## src/ifb_pkg.sv

```systemverilog
package ifb_pkg;

  // ----------------------------------------------------------------
  // Sizes
  // ----------------------------------------------------------------
  localparam int NSRC = 12;
  localparam int NGRP = 3;
  localparam int NDIR = 4;
  localparam int NREQ = 7;
  localparam int NSTAT = 2;

  // ----------------------------------------------------------------
  // Byte offsets and register indices
  // ----------------------------------------------------------------
  localparam logic [7:0] OFS_SERIAL = 8'h00;
  localparam logic [7:0] OFS_STD = 8'h04;
  localparam logic [7:0] OFS_CMPPER = 8'h08;
  localparam logic [7:0] OFS_EEPLV = 8'h0C;
  localparam logic [7:0] OFS_GROUP = 8'h10;
  localparam logic [7:0] OFS_STAT = 8'h14;
  localparam logic [7:0] OFS_MASK = 8'h18;

  localparam logic [2:0] IDX_SERIAL = 3'h0;
  localparam logic [2:0] IDX_STD = 3'h1;
  localparam logic [2:0] IDX_CMPPER = 3'h2;
  localparam logic [2:0] IDX_EEPLV = 3'h3;
  localparam logic [2:0] IDX_GROUP = 3'h4;
  localparam logic [2:0] IDX_STAT = 3'h5;
  localparam logic [2:0] IDX_MASK = 3'h6;
  localparam logic [2:0] IDX_NONE = 3'h7;

  // ----------------------------------------------------------------
  // Source layout: 0 serial port, 1 serial module, 2 ext pin 1,
  // 3 time base 1, 4/5 standard A/P, 6/7 compact A/P,
  // 8/9 periodic A/P, 10 eeprom done, 11 low voltage
  // ----------------------------------------------------------------
  localparam logic [2:0] SRC_REG [NSRC] = '{3'h0, 3'h0, 3'h0, 3'h0, 3'h1, 3'h1,
                                           3'h2, 3'h2, 3'h2, 3'h2, 3'h3, 3'h3};
  localparam int SRC_FBIT [NSRC] = '{7, 6, 5, 4, 5, 4, 7, 6, 5, 4, 5, 4};
  localparam int SRC_EBIT [NSRC] = '{3, 2, 1, 0, 1, 0, 3, 2, 1, 0, 1, 0};
  localparam logic [NSRC-1:0] DIR_MASK = 12'h00F;
  localparam logic [NSRC-1:0] GRP_MASK [NGRP] = '{12'h030, 12'h3C0, 12'hC00};

  // ----------------------------------------------------------------
  // Group register and status fields
  // ----------------------------------------------------------------
  localparam int GRP_FLAG_LSB = 0;
  localparam int GRP_EN_LSB = 4;
  localparam int GIE_BIT = 7;
  localparam int ST_ACK = 0;
  localparam int ST_EVT = 1;
  localparam logic [7:0] REG_RST = 8'h00;

endpackage

```

## src/ifb_bank.sv

```systemverilog
// Register access over APB and the register addresses were left to the implementer.
`timescale 1ns/10ps
// Summary of operation
// - Bit 7 of first register is serial-port request flag, read/write.
// - Bit 6 of first register is serial-module request flag, read/write.
// - Bits 5 and 4 are external pin 1 and time base 1 flags.
// - Bits 3..0 of first register enable those four sources, 1 enables.
// - Second register: standard timer A/P flags bits 5/4, enables 1/0.
// - Unused bits of second and fourth registers read zero, writes ignored.
// - Third register: compact A/P flags bits 7/6, periodic A/P bits 5/4.
// - Third register bits 3..0 enable compact A/P and periodic A/P.
// - Fourth register: eeprom flag bit 5, low-voltage bit 4, enables 1/0.
// - Low-voltage enable gates only forwarding, flag still records the event.
// - Events always set flags; forwarding needs own enable and global enable.
// - Group flag set by enabled member event; members stay set until cleared.
// - Core acknowledge clears that request's flag and the global enable.
module ifb_bank (
  // Clock and reset
  input wire logic clk,
  input wire logic resetn,
  // APB slave
  input wire logic [7:0] paddr,
  input wire logic psel,
  input wire logic penable,
  input wire logic pwrite,
  input wire logic [31:0] pwdata,
  output logic [31:0] prdata,
  output logic pready,
  output logic pslverr,
  // Peripheral event pulses
  input wire logic [ifb_pkg::NSRC-1:0] src_event,
  // Core request and acknowledge
  input wire logic [ifb_pkg::NREQ-1:0] core_ack,
  output logic [ifb_pkg::NREQ-1:0] core_req,
  output logic global_irq_enable,
  // Interrupt
  output logic irq
);

  // ----------------------------------------------------------------
  // Address decode
  // ----------------------------------------------------------------
  function automatic logic [2:0] reg_index(input logic [7:0] a);
    case (a)
      ifb_pkg::OFS_SERIAL: reg_index = ifb_pkg::IDX_SERIAL;
      ifb_pkg::OFS_STD: reg_index = ifb_pkg::IDX_STD;
      ifb_pkg::OFS_CMPPER: reg_index = ifb_pkg::IDX_CMPPER;
      ifb_pkg::OFS_EEPLV: reg_index = ifb_pkg::IDX_EEPLV;
      ifb_pkg::OFS_GROUP: reg_index = ifb_pkg::IDX_GROUP;
      ifb_pkg::OFS_STAT: reg_index = ifb_pkg::IDX_STAT;
      ifb_pkg::OFS_MASK: reg_index = ifb_pkg::IDX_MASK;
      default: reg_index = ifb_pkg::IDX_NONE;
    endcase
  endfunction

  logic [ifb_pkg::NSRC-1:0] flag_r;
  logic [ifb_pkg::NSRC-1:0] flag_nxt;
  logic [ifb_pkg::NSRC-1:0] en_r;
  logic [ifb_pkg::NSRC-1:0] en_nxt;
  logic [ifb_pkg::NSRC-1:0] mset;
  logic [ifb_pkg::NGRP-1:0] gflag_r;
  logic [ifb_pkg::NGRP-1:0] gflag_nxt;
  logic [ifb_pkg::NGRP-1:0] gen_r;
  logic [ifb_pkg::NGRP-1:0] gen_nxt;
  logic [ifb_pkg::NGRP-1:0] gset;
  logic gie_r;
  logic gie_nxt;
  logic [ifb_pkg::NSTAT-1:0] stat_r;
  logic [ifb_pkg::NSTAT-1:0] stat_nxt;
  logic [ifb_pkg::NSTAT-1:0] mask_r;
  logic [ifb_pkg::NSTAT-1:0] mask_nxt;
  logic [31:0] prdata_r;
  logic [7:0] rbank [4];
  logic [7:0] rdata;

  wire [2:0] widx = reg_index(paddr);
  wire mapped = widx != ifb_pkg::IDX_NONE;
  wire setup = psel && !penable;
  wire access = psel && penable;
  wire wr = access && pwrite && mapped;
  wire wgrp = wr && widx == ifb_pkg::IDX_GROUP;
  wire wstat = wr && widx == ifb_pkg::IDX_STAT;
  wire wmask = wr && widx == ifb_pkg::IDX_MASK;

  // Zero wait states; an unmapped word answers with an error
  assign pready = 1'b1;
  assign pslverr = access && !mapped;
  assign prdata = prdata_r;

  // ----------------------------------------------------------------
  // Per-source flag and enable
  // ----------------------------------------------------------------
  genvar i;
  generate
    for (i = 0; i < ifb_pkg::NSRC; i++) begin : g_src
      localparam int FB = ifb_pkg::SRC_FBIT[i];
      localparam int EB = ifb_pkg::SRC_EBIT[i];
      wire wsel = wr && widx == ifb_pkg::SRC_REG[i];
      // Only own-vector sources are cleared by service; members are not
      wire aclr;
      if (ifb_pkg::DIR_MASK[i]) begin : g_dir
        assign aclr = core_ack[i];
      end else begin : g_mem
        assign aclr = 1'b0;
      end
      // Event ORed last so it beats a write of zero
      assign flag_nxt[i] = src_event[i] | (wsel ? pwdata[FB] : (flag_r[i] & ~aclr));
      assign en_nxt[i] = wsel ? pwdata[EB] : en_r[i];
      // A member's enable only gates the group, never the recording
      assign mset[i] = src_event[i] & en_r[i] & ~ifb_pkg::DIR_MASK[i];
    end
  endgenerate

  // ----------------------------------------------------------------
  // Group flags, global enable and forwarding
  // ----------------------------------------------------------------
  genvar g;
  generate
    for (g = 0; g < ifb_pkg::NGRP; g++) begin : g_grp
      assign gset[g] = |(mset & ifb_pkg::GRP_MASK[g]);
      assign gflag_nxt[g] = gset[g] |
        (wgrp ? pwdata[ifb_pkg::GRP_FLAG_LSB+g] : (gflag_r[g] & ~core_ack[ifb_pkg::NDIR+g]));
      assign gen_nxt[g] = wgrp ? pwdata[ifb_pkg::GRP_EN_LSB+g] : gen_r[g];
      assign core_req[ifb_pkg::NDIR+g] = gflag_r[g] & gen_r[g] & gie_r;
    end
    for (i = 0; i < ifb_pkg::NDIR; i++) begin : g_dreq
      assign core_req[i] = flag_r[i] & en_r[i] & gie_r;
    end
  endgenerate

  // Service beats a same-cycle software set to block nesting
  assign gie_nxt = (|core_ack) ? 1'b0 : (wgrp ? pwdata[ifb_pkg::GIE_BIT] : gie_r);
  assign global_irq_enable = gie_r;

  // ----------------------------------------------------------------
  // Status, mask and interrupt
  // ----------------------------------------------------------------
  wire [ifb_pkg::NSTAT-1:0] stat_evt = {|src_event, |core_ack};
  wire [ifb_pkg::NSTAT-1:0] stat_w1c = wstat ? pwdata[ifb_pkg::NSTAT-1:0] : '0;
  assign stat_nxt = stat_evt | (stat_r & ~stat_w1c);
  assign mask_nxt = wmask ? pwdata[ifb_pkg::NSTAT-1:0] : mask_r;
  assign irq = |(stat_r & mask_r);

  // ----------------------------------------------------------------
  // Read mux
  // ----------------------------------------------------------------
  // Unplaced positions stay zero, so reserved bits read as zero
  always_comb begin
    for (int r = 0; r < 4; r++) begin
      rbank[r] = ifb_pkg::REG_RST;
    end
    for (int s = 0; s < ifb_pkg::NSRC; s++) begin
      rbank[ifb_pkg::SRC_REG[s][1:0]][ifb_pkg::SRC_FBIT[s]] = flag_r[s];
      rbank[ifb_pkg::SRC_REG[s][1:0]][ifb_pkg::SRC_EBIT[s]] = en_r[s];
    end
  end

  wire [7:0] grp_rd = {gie_r, gen_r, 1'b0, gflag_r};
  wire [7:0] stat_rd = {{(8-ifb_pkg::NSTAT){1'b0}}, stat_r};
  wire [7:0] mask_rd = {{(8-ifb_pkg::NSTAT){1'b0}}, mask_r};
  assign rdata = (widx == ifb_pkg::IDX_GROUP) ? grp_rd :
                 (widx == ifb_pkg::IDX_STAT) ? stat_rd :
                 (widx == ifb_pkg::IDX_MASK) ? mask_rd :
                 (widx == ifb_pkg::IDX_NONE) ? ifb_pkg::REG_RST : rbank[widx[1:0]];

  // ----------------------------------------------------------------
  // Registers
  // ----------------------------------------------------------------
  always_ff @(posedge clk or negedge resetn) begin
    if (!resetn) begin
      flag_r <= '0;
      en_r <= '0;
      gflag_r <= '0;
      gen_r <= '0;
      gie_r <= 1'b0;
      stat_r <= '0;
      mask_r <= '0;
    end else begin
      flag_r <= flag_nxt;
      en_r <= en_nxt;
      gflag_r <= gflag_nxt;
      gen_r <= gen_nxt;
      gie_r <= gie_nxt;
      stat_r <= stat_nxt;
      mask_r <= mask_nxt;
    end
  end

  // Read data captured in setup, held through access
  always_ff @(posedge clk or negedge resetn) begin
    if (!resetn) begin
      prdata_r <= '0;
    end else if (setup) begin
      prdata_r <= {24'h000000, rdata};
    end
  end

  wire quiet = !(|src_event) && !(|core_ack);
endmodule

```

## config.mk

```make
export PLATFORM = sky130hd
export DESIGN_NAME = ifb_bank
export DESIGN_NICKNAME = d
export VERILOG_FILES = /design/src/ifb_pkg.sv /design/src/ifb_bank.sv
export SDC_FILE = /design/constraint.sdc
export NUM_CORES = 1
export LEC_CHECK = 0
export BUFFER_PORTS_ARGS = -buffer_cell sky130_fd_sc_hd__buf_2
export CORE_UTILIZATION = 44
export CTS_BUF_LIST = sky130_fd_sc_hd__clkbuf_8
export DETAILED_ROUTE_END_ITERATION = 16
export PLACE_DENSITY = 0.85
export SLEW_MARGIN = 10
export SYNTH_ARGS = -nofsm -noshare
export SYNTH_HDL_FRONTEND = slang
export SYNTH_SLANG_ARGS = --single-unit
```

## constraint.sdc

```tcl
create_clock -name clk -period 1.05 [get_ports clk]
set_input_delay 0.0525 -clock clk [delete_from_list [all_inputs] [get_ports clk]]
set_output_delay 0.0525 -clock clk [all_outputs]
set_load 0.1 [all_outputs]
```

Word level (Yosys, flattened, before mapping). Index checks and enable logic that the tools add are counted.

Register bits: 43. Bits in latches: 0. Memory bits (writable): 0. ROM bits: 0. Bits of input ports: 64. Output and inout port bits: 43. Word-level logic and storage cells: 131. Memories: 0.

Add/sub/neg operators: 0. Multiply operators: 0. Div/mod/pow operators: 0. Order comparisons: 1. Equality and inequality tests: 14. Shifts and indexed selects: 0. Multiplexer cells: 26. Bitwise logic cells: 56. Reductions and logical operators: 23.

Operator list (number): 8-bit two-way mux (6); 1-bit AND (29); 8-bit by 5-bit == test with 1-bit output, second input constant (3); 3-bit one-hot mux with 7 select lines (1); 1-bit two-way mux (17); 8-bit binary-select mux with 2-bit select (1); 8-bit by 4-bit == test with 1-bit output, second input constant (2); 1-bit OR (15); 3-bit == test, second input constant (4); 1-bit logical AND (12); 12-bit OR reduction (1); 8-bit by 3-bit == test with 1-bit output, second input constant (1); 8-bit logical NOT (1); 1-bit NOT (7); 7-bit OR reduction (1); 3-bit by 2-bit == test with 1-bit output, second input constant (2); 2-bit OR reduction (3); 2-bit AND (2); 4-bit OR reduction (1); 3-bit by 1-bit == test with 1-bit output, second input constant (1); 3-bit greater-or-equal comparator, second input constant (1); 3-bit logical NOT (1); 3-bit inequality test, second input constant (1); 2-bit NOT with 3-bit output (1); other kinds (5) (6).

Depth between registers and ports, before layout. Gate-level depths: netlist (run 1).

Word-level depth: 10. Depth in mapped cells: 6. Depth with buffers taken out: 4.

Worst setup path after synthesis (run 1). OpenSTA, ideal clock, no wires.

Path kind: in2out. Start: in paddr[3]. End: out pslverr. Data arrival time: 2.245 ns. Required time: 0.998 ns. Path slack: -1.247 ns. Stages: 4. Buffers on the path: 2. Cells stage by stage: clkbuf_1 -> clkbuf_1 -> nand3_1 -> a21oi_1.

Word-level cells in the longest chain between the ends: 5. Elaborated cells between the ends (all ways): 11. Classes of those cells: eq/ne (7); mux (1); reduce/logical (3).

Ends and longest elaborated chain: start: declaration (line ifb_bank.sv:22) `input wire logic [7:0] paddr,`; 8-bit by 5-bit == test with 1-bit output, or another cell as far along (line ifb_bank.sv:44) `case (a)`; 3-bit one-hot mux with 7 select lines (*) (line ifb_bank.sv:44); 3-bit inequality test (*) (line ifb_bank.sv:77) `wire mapped = widx != ifb_pkg::IDX_NONE;`; 1-bit logical NOT (*) (line ifb_bank.sv:87) `assign pslverr = access && !mapped;`; 1-bit logical AND (*) (line ifb_bank.sv:87); end: declaration (line ifb_bank.sv:29) `output logic pslverr,`.

Every way passes the cells marked *; elsewhere a longest branch is shown, timed or not.

Worst setup path after layout (run 1).
Start: in paddr[5]. End: reg flag_r[10] (netlist name).

Word-level cells in the longest chain between the ends: 7. Elaborated cells between the ends (all ways): 14. Classes of those cells: eq/ne (8); mux (2); bitwise (1); reduce/logical (3).

Ends and longest elaborated chain: 8-bit by 5-bit == test with 1-bit output, or another cell as far along (line ifb_bank.sv:44); 3-bit one-hot mux with 7 select lines (*) (line ifb_bank.sv:44); 3-bit inequality test (line ifb_bank.sv:77); 1-bit logical AND (line ifb_bank.sv:80) `wire wr = access && pwrite && mapped;`; 1-bit logical AND (*) (line ifb_bank.sv:98) `wire wsel = wr && widx == ifb_pkg::SRC_REG[i];`; 1-bit two-way mux (*) (line ifb_bank.sv:107) `assign flag_nxt[i] = src_event[i] | (wsel ? pwdata[FB] : (flag_r[i] & ~aclr));`; 1-bit OR (*) (line ifb_bank.sv:107); net flag_nxt, one bit (line ifb_bank.sv:57) `logic [ifb_pkg::NSRC-1:0] flag_nxt;`; end signal: assignment (line ifb_bank.sv:179) `flag_r <= flag_nxt;`; end: declaration (line ifb_bank.sv:56) `logic [ifb_pkg::NSRC-1:0] flag_r;`.

Mark *: on every way through the listed nets, which the timed path passes. The rest lies on a longest branch. A chain may end at the register's enable or synchronous reset.

==> results of run 1 <==
## routing by layer
metal,GRT usage [%],vias up,routed length [µm]
met3,6.83,38,807
met4,15.0,0,449
li1,-,1038,-
met1,31.4,1139,2820
met2,45.6,187,3940
met5,0,-,0
## timing repair
| action | 4_1_cts | 5_1_grt |
|---|---|---|
| endpoints found under the setup margin | 52 | 53 |
| pin swaps | 11 | 12 |
| cloned | 0 | 1 |
| hold buffers | 8 | 0 |
| gates resized for setup | 29 | 22 |
| endpoints found under the hold margin | 50 | 0 |
| buffers inserted | 4 | 5 |
## report_power, final
group          total [mW]  internal (mW)  leakage (nW)  switching (mW)
clock               0.996          0.439        0.0466           0.557
combinational       0.950          0.248          1.14           0.701
sequential           1.71           1.68         0.533          0.0254
## layout make-up
cell class | instances | share of cell area [%]
multi-input combinational | 178 | 37.8
tap | 70 | 2.34
clock inverter | 2 | 0.200
sequential | 43 | 28.8
inverter | 2 | 0.200
timing repair buffer | 112 | 28.8
clock buffer | 5 | 1.84
## synthesized netlist by cell type (3+ instances only)
| cell | instances |
|---|---|
| a22oi_1 | 8 |
| buf_4 | 27 |
| nand3_1 | 8 |
| a211o_1 | 9 |
| or2_2 | 3 |
| and3_1 | 15 |
| nor2_1 | 12 |
| dfrtp_1 | 43 |
| mux2_2 | 17 |
| nor4_1 | 5 |
| a21oi_1 | 6 |
| o21ai_0 | 10 |
| o41ai_1 | 3 |
| clkbuf_1 | 7 |
| mux2i_1 | 5 |
| nand2_1 | 15 |
| a31oi_1 | 4 |
| nand2b_1 | 6 |
## cells by family (layout without fill, tap and decap cells)
| family | after synthesis | after routing | synth area share, % |
|---|---|---|---|
| flip-flops | 43 | 43 | 44.6 |
| AO/OA/AOI/OAI | 50 | 50 | 14.5 |
| AND/OR/NAND/NOR | 79 | 79 | 18.8 |
| multiplexers | 24 | 24 | 11.9 |
| other | 2 | 25 | 0.311 |
| buffers and inverters | 37 | 121 | 10.0 |
## sequential cells by signal, summed over array words and instances (netlist names)
signal	flops
en_r	12
flag_r	12
gen_r	3
gflag_r	3
global_irq_enable	1
mask_r	2
prdata	8
stat_r	2
## worst max-delay path by stage
stage                  start  slack, ns  cells after the start    endpoint
floorplan           paddr[1]      -0.52                      5     en_r[0]
global placement    paddr[1]      -0.63                      6     en_r[3]
detailed placement  paddr[1]      -0.67                      6     en_r[2]
CTS                 paddr[7]      -0.35                      5     en_r[2]
global route        paddr[5]      -0.40                      7  flag_r[10]
finish              paddr[5]      -0.38                      7  flag_r[10]
## through the flow
step / util, % / hold slack, ns / worst slack [ns]
6_report: 72.0 / 0.0150 / -0.383
3_3_place_gp: 63.7 / -0.0199 / -0.630
3_5_place_dp: 63.7 / -0.0112 / -0.671
5_1_grt: 72.0 / 0.0130 / -0.404
4_1_cts: 69.1 / 0.00400 / -0.348
2_1_floorplan: - / -0.243 / -0.518
## worst register-to-register path, stage by stage, from the launching register on
cell	delay [ns]
dfrtp_1	0.42
nor2_1	0.08
a211oi_1	0.31
o211ai_1	0.18
o21ai_1	0.14
==> reports/metrics.cfg, run 1 <==
[cells_and_area]
multiInputGateArea_um2 = 1420
layout_commonest_cell = dfrtp_1
drive_gt1_share_pct = 49.4
diodes = 0
final_area_um2 = 3750
layout.cells.non_filler = 412
seq_area_um2 = 1080
nets = 406
areaGrowthSynthToFinish_pct = 55.1
num-fill-cells = 348
layout_common_cells = dfrtp_1 (42), buf_4 (38), buf_2 (37)

[sta]
finalMaxSlewViolations = 0
min_period_over_period_pct = 137
rsz0062_at_grt = yes
period_minus_slack_ns = 1.43
setup_tns_ns = -13.47
finalSetupViolCount = 52
setup_slack_ns = -0.383
fmax_ghz = 0.698
skew_ns = 0.00637
final_hold_viol_count = 0

[synth]
yosys_warnings = 0
yosys_register_bits = 43
synth-edff-count = 0
synthCells = 235
synth.distinct_cells = 38
synth.area.top_cells = dfrtp_1 (45%), buf_4 (8.4%), mux2_2 (7.9%), and3_1 (3.9%), a211o_1 (3.3%)
avgSynthCellArea_um2 = 10.3
synthesis.area_um2 = 2410
ys_async_sr_fraction_pct = 100
ys.flop_type = dfrtp_1
synth_top_area_cell = dfrtp_1
yosysSeqAreaShare_pct = 44.6
synth_top_area_share_pct = 44.6

[clocking]
clockBufferDepth = 2
cts_num_sinks = 43
cts_buffers = 5
clkTransAtPathRegs_ns = 0.08
htreeDepth = 2
clk_latency_ns = 0.30
root_buffer = clkbuf_8
cts_tree = done

[detailed_routing]
postRouteAntennaNets = 0
dr.pass1.iters = 5
wl_per_cell_um = 19.5
via_per_inst = 5.83
wl_mm = 8.02
drt_iter0_markers = 206
num_vias = 2402
remaining_drc_errors = 0

[critical_path]
crit_arrival_ns = 1.67
reg2reg_from = en_r[2]
critPathSlowestCell = or4_4
critPathLaunchType = primary input
worstPathCellList = buf_6 -> or4_4 -> nor3_4 -> buf_6 -> buf_6 -> and3_1 -> a211o_1
max_stage_delay_ns = 0.58
ff2ff_setup_slack_ns = -0.16
required_ns = 1.29
critPathBufInv = 3
reg2reg_depth = 4
path_delay_family = simple AND/OR/NAND/NOR gates
crit_type = in2reg
crit_path_end_kind = register
crit_top_cell = buf_6
cp_max_fo = 8
r2r-end = prdata[1]

[min_path]
whs_path_depth = 2
min_to = en_r[0]
holdCritPathClass = in2reg
min_from = pwdata[3]

[place]
port-buffer-count = 57
placedCellCount = 389
place.detailed.hpwl_mm = 5.31
gp_congestion = 1.01
place_area_um2 = 3320

[global_route]
grt_max_degree = 25
antenna_found_initial = 0
grt_pass1_wl_mm = 12.0
grt.overflow.total = 0
grt_use_total_pct = 27.0
grt_pass1_vias = 2366

[die]
dieArea_um2 = 5790
core-area_um2 = 5200
start_util_pct = 46.4
die_y_um = 76.1
die_w_um = 76.1
rows = 26
ios = 107

[power]
powerDensity_nw_per_um2 = 975
ir_worst_vdd_mv = 0.771
power_leakage_nw = 1.72
finalPower_mw = 3.65

[flow_run]
drv_cap = 0

[status]
violations = setup timing
status = finished with violations

Note: power is estimated with default switching activity, not from simulation.
==> run 2, diff against run 1 <==
==> constraint.sdc (replaced) <==
create_clock -name clk -period 1.05 [get_ports clk]
set_input_delay 0.105 -clock clk [delete_from_list [all_inputs] [get_ports clk]]
set_output_delay 0.105 -clock clk [all_outputs]
set_load 0.1 [all_outputs]
==> run 2 against run 1 <==
The flow still finishes with violations (setup timing). Routed wire length shrank 2.0%. Combinational power shrank 3.2%. Final area shrank 0.84%. Worst hold slack gained 0.019 ns. Sequential share of layout area grew 0.24 points. Sequential power is essentially flat. Fmax shrank 3.0%. Non-clock buffer count grew 2. Sequential cell count is the same. Worst setup slack lost 0.044 ns. Die area is the same. First-iteration DRC count shrank 45%. Critical endpoint is now en_r[1]. Highest routed layer unchanged.
==> reports/metrics.cfg, run 2 (synthesis results as in run 1) <==
[critical_path]
critPathLaunchType = primary input
crit_path_end_kind = register
worstPathCellList = buf_2 -> or4_4 -> nor3_4 -> and2_4 -> mux2_4
ff2ff_setup_slack_ns = -0.15
reg2reg_from = flag_r[9]
max_stage_delay_ns = 0.53
crit_start = paddr[0]
critPathSlowestCell = or4_4
required_ns = 1.24
crit_type = in2reg
reg2reg_depth = 3
critPathBufInv = 1
r2r-end = prdata[4]
crit_arrival_ns = 1.67
cp_max_fo = 8
path_delay_family = simple AND/OR/NAND/NOR gates

[global_route]
grt.overflow.total = 0
grt_max_degree = 20
grt_use_total_pct = 26.7
antenna_found_initial = 0
grt_pass1_vias = 2249
grt_pass1_wl_mm = 11.8

[sta]
finalMaxSlewViolations = 0
period_minus_slack_ns = 1.48
min_period_over_period_pct = 141
rsz0062_at_grt = yes
setup_slack_ns = -0.428
finalSetupViolCount = 53
skew_ns = 0.00415
setup_tns_ns = -16.59
final_hold_viol_count = 0
fmax_ghz = 0.677

[clocking]
clockBufferDepth = 2
cts_tree = done
clkTransAtPathRegs_ns = 0.09
clk_latency_ns = 0.30
root_buffer = clkbuf_8
cts_buffers = 5
htreeDepth = 2
cts_num_sinks = 43

[place]
place.detailed.hpwl_mm = 5.58
port-buffer-count = 57
gp_congestion = 0.936

[status]
violations = setup timing
status = finished with violations

[min_path]
min_from = src_event[11]
whs_path_depth = 2
min_to = flag_r[11]
holdCritPathClass = in2reg

[detailed_routing]
postRouteAntennaNets = 0
wl_per_cell_um = 18.9
via_per_inst = 5.63
remaining_drc_errors = 0
dr.pass1.iters = 4
drt_iter0_markers = 113
wl_mm = 7.86
num_vias = 2336

[power]
ir_worst_vdd_mv = 0.992
powerDensity_nw_per_um2 = 1070
power_leakage_nw = 1.73

[cells_and_area]
areaGrowthSynthToFinish_pct = 53.8
diodes = 0
layout_common_cells = buf_4 (45), dfrtp_1 (42), buf_2 (37)
drive_gt1_share_pct = 50.7
final_core_util_pct = 71.4
layout_commonest_cell = buf_4
nets = 408

[die]
ios = 107
rows = 26
die_w_um = 76.1
die_y_um = 76.1
start_util_pct = 46.4
core-area_um2 = 5200
dieArea_um2 = 5790

[flow_run]
drv_cap = 0

run 2: cell count changes in the layout (fill, tap and decap cells not counted), sizes merged:
cell	before	now
bufinv	0	1
buf	103	113
dlygate4sd3	8	1
inv	4	2
clkinv	0	1
run 2: worst max path at each step:
stage | to | slack (ns) | cells past startpoint
after floorplan | en_r[0] | -0.57 | 5
after global placement | en_r[3] | -0.70 | 6
after detailed placement | en_r[3] | -0.74 | 6
after CTS | flag_r[6] | -0.40 | 6
after global routing | flag_r[9] | -0.44 | 7
final | en_r[1] | -0.43 | 5
run 2: layer usage:
layer / global-route usage [%] / share of wire, %
met1: 33.0 / 38
met2: 46.4 / 49
met5: 0 / 0
met3: 5.51 / 8.4
met4: 9.04 / 4.7
run 2: timing repair:
item | 4_1_cts | 5_1_grt
hold endpoints to repair | 13 | 0
hold buffers | 1 | 0
buffers inserted | 5 | 7
resized for setup | 21 | 23
pin swaps | 6 | 11
setup endpoints to repair | 52 | 53
run 2: worst register-to-register path: cells and delay by family, from the launching register on:
| family | cells | cell delay (ns) |
|---|---|---|
| muxes | 1 | 0.47 |
| DFF | 1 | 0.42 |
| and+or+nand+nor | 1 | 0.13 |
| AOI/OAI and AO/OA | 1 | 0.07 |
run 2: layout make-up:
| type | instances | area, µm² |
|---|---|---|
| Fill cell | 345 | 1490 |
| Multi-Input combinational cell | 178 | 1360 |
| Sequential cell | 43 | 1080 |
| Timing Repair Buffer | 114 | 1070 |
| Tap cell | 70 | 87.6 |
| Clock buffer | 6 | 82.6 |
| Clock inverter | 2 | 35.0 |
| Inverter | 2 | 7.51 |
run 2: report_power, final:
group | internal (mW) | leakage, nW | switching (mW)
Clock | 0.770 | 0.0612 | 0.589
Sequential | 1.68 | 0.533 | 0.0231
Combinational | 0.231 | 1.14 | 0.689
Total | 2.68 | 1.73 | 1.30
run 2: per-stage QoR:
stage / total power [mW] / instances / hold slack (ns) / setup slack [ns] / instance area (µm²)
floorplan: 2.38 / 258 / -0.191 / -0.571 / 2600
global placement: 2.58 / 397 / 0.0317 / -0.697 / 3380
detailed placement: 2.60 / 397 / 0.0397 / -0.740 / 3380
CTS: 3.94 / 411 / 0.0308 / -0.402 / 3630
global route: 4.08 / 415 / 0.0349 / -0.436 / 3710
finish: 3.98 / 415 / 0.0339 / -0.428 / 3710
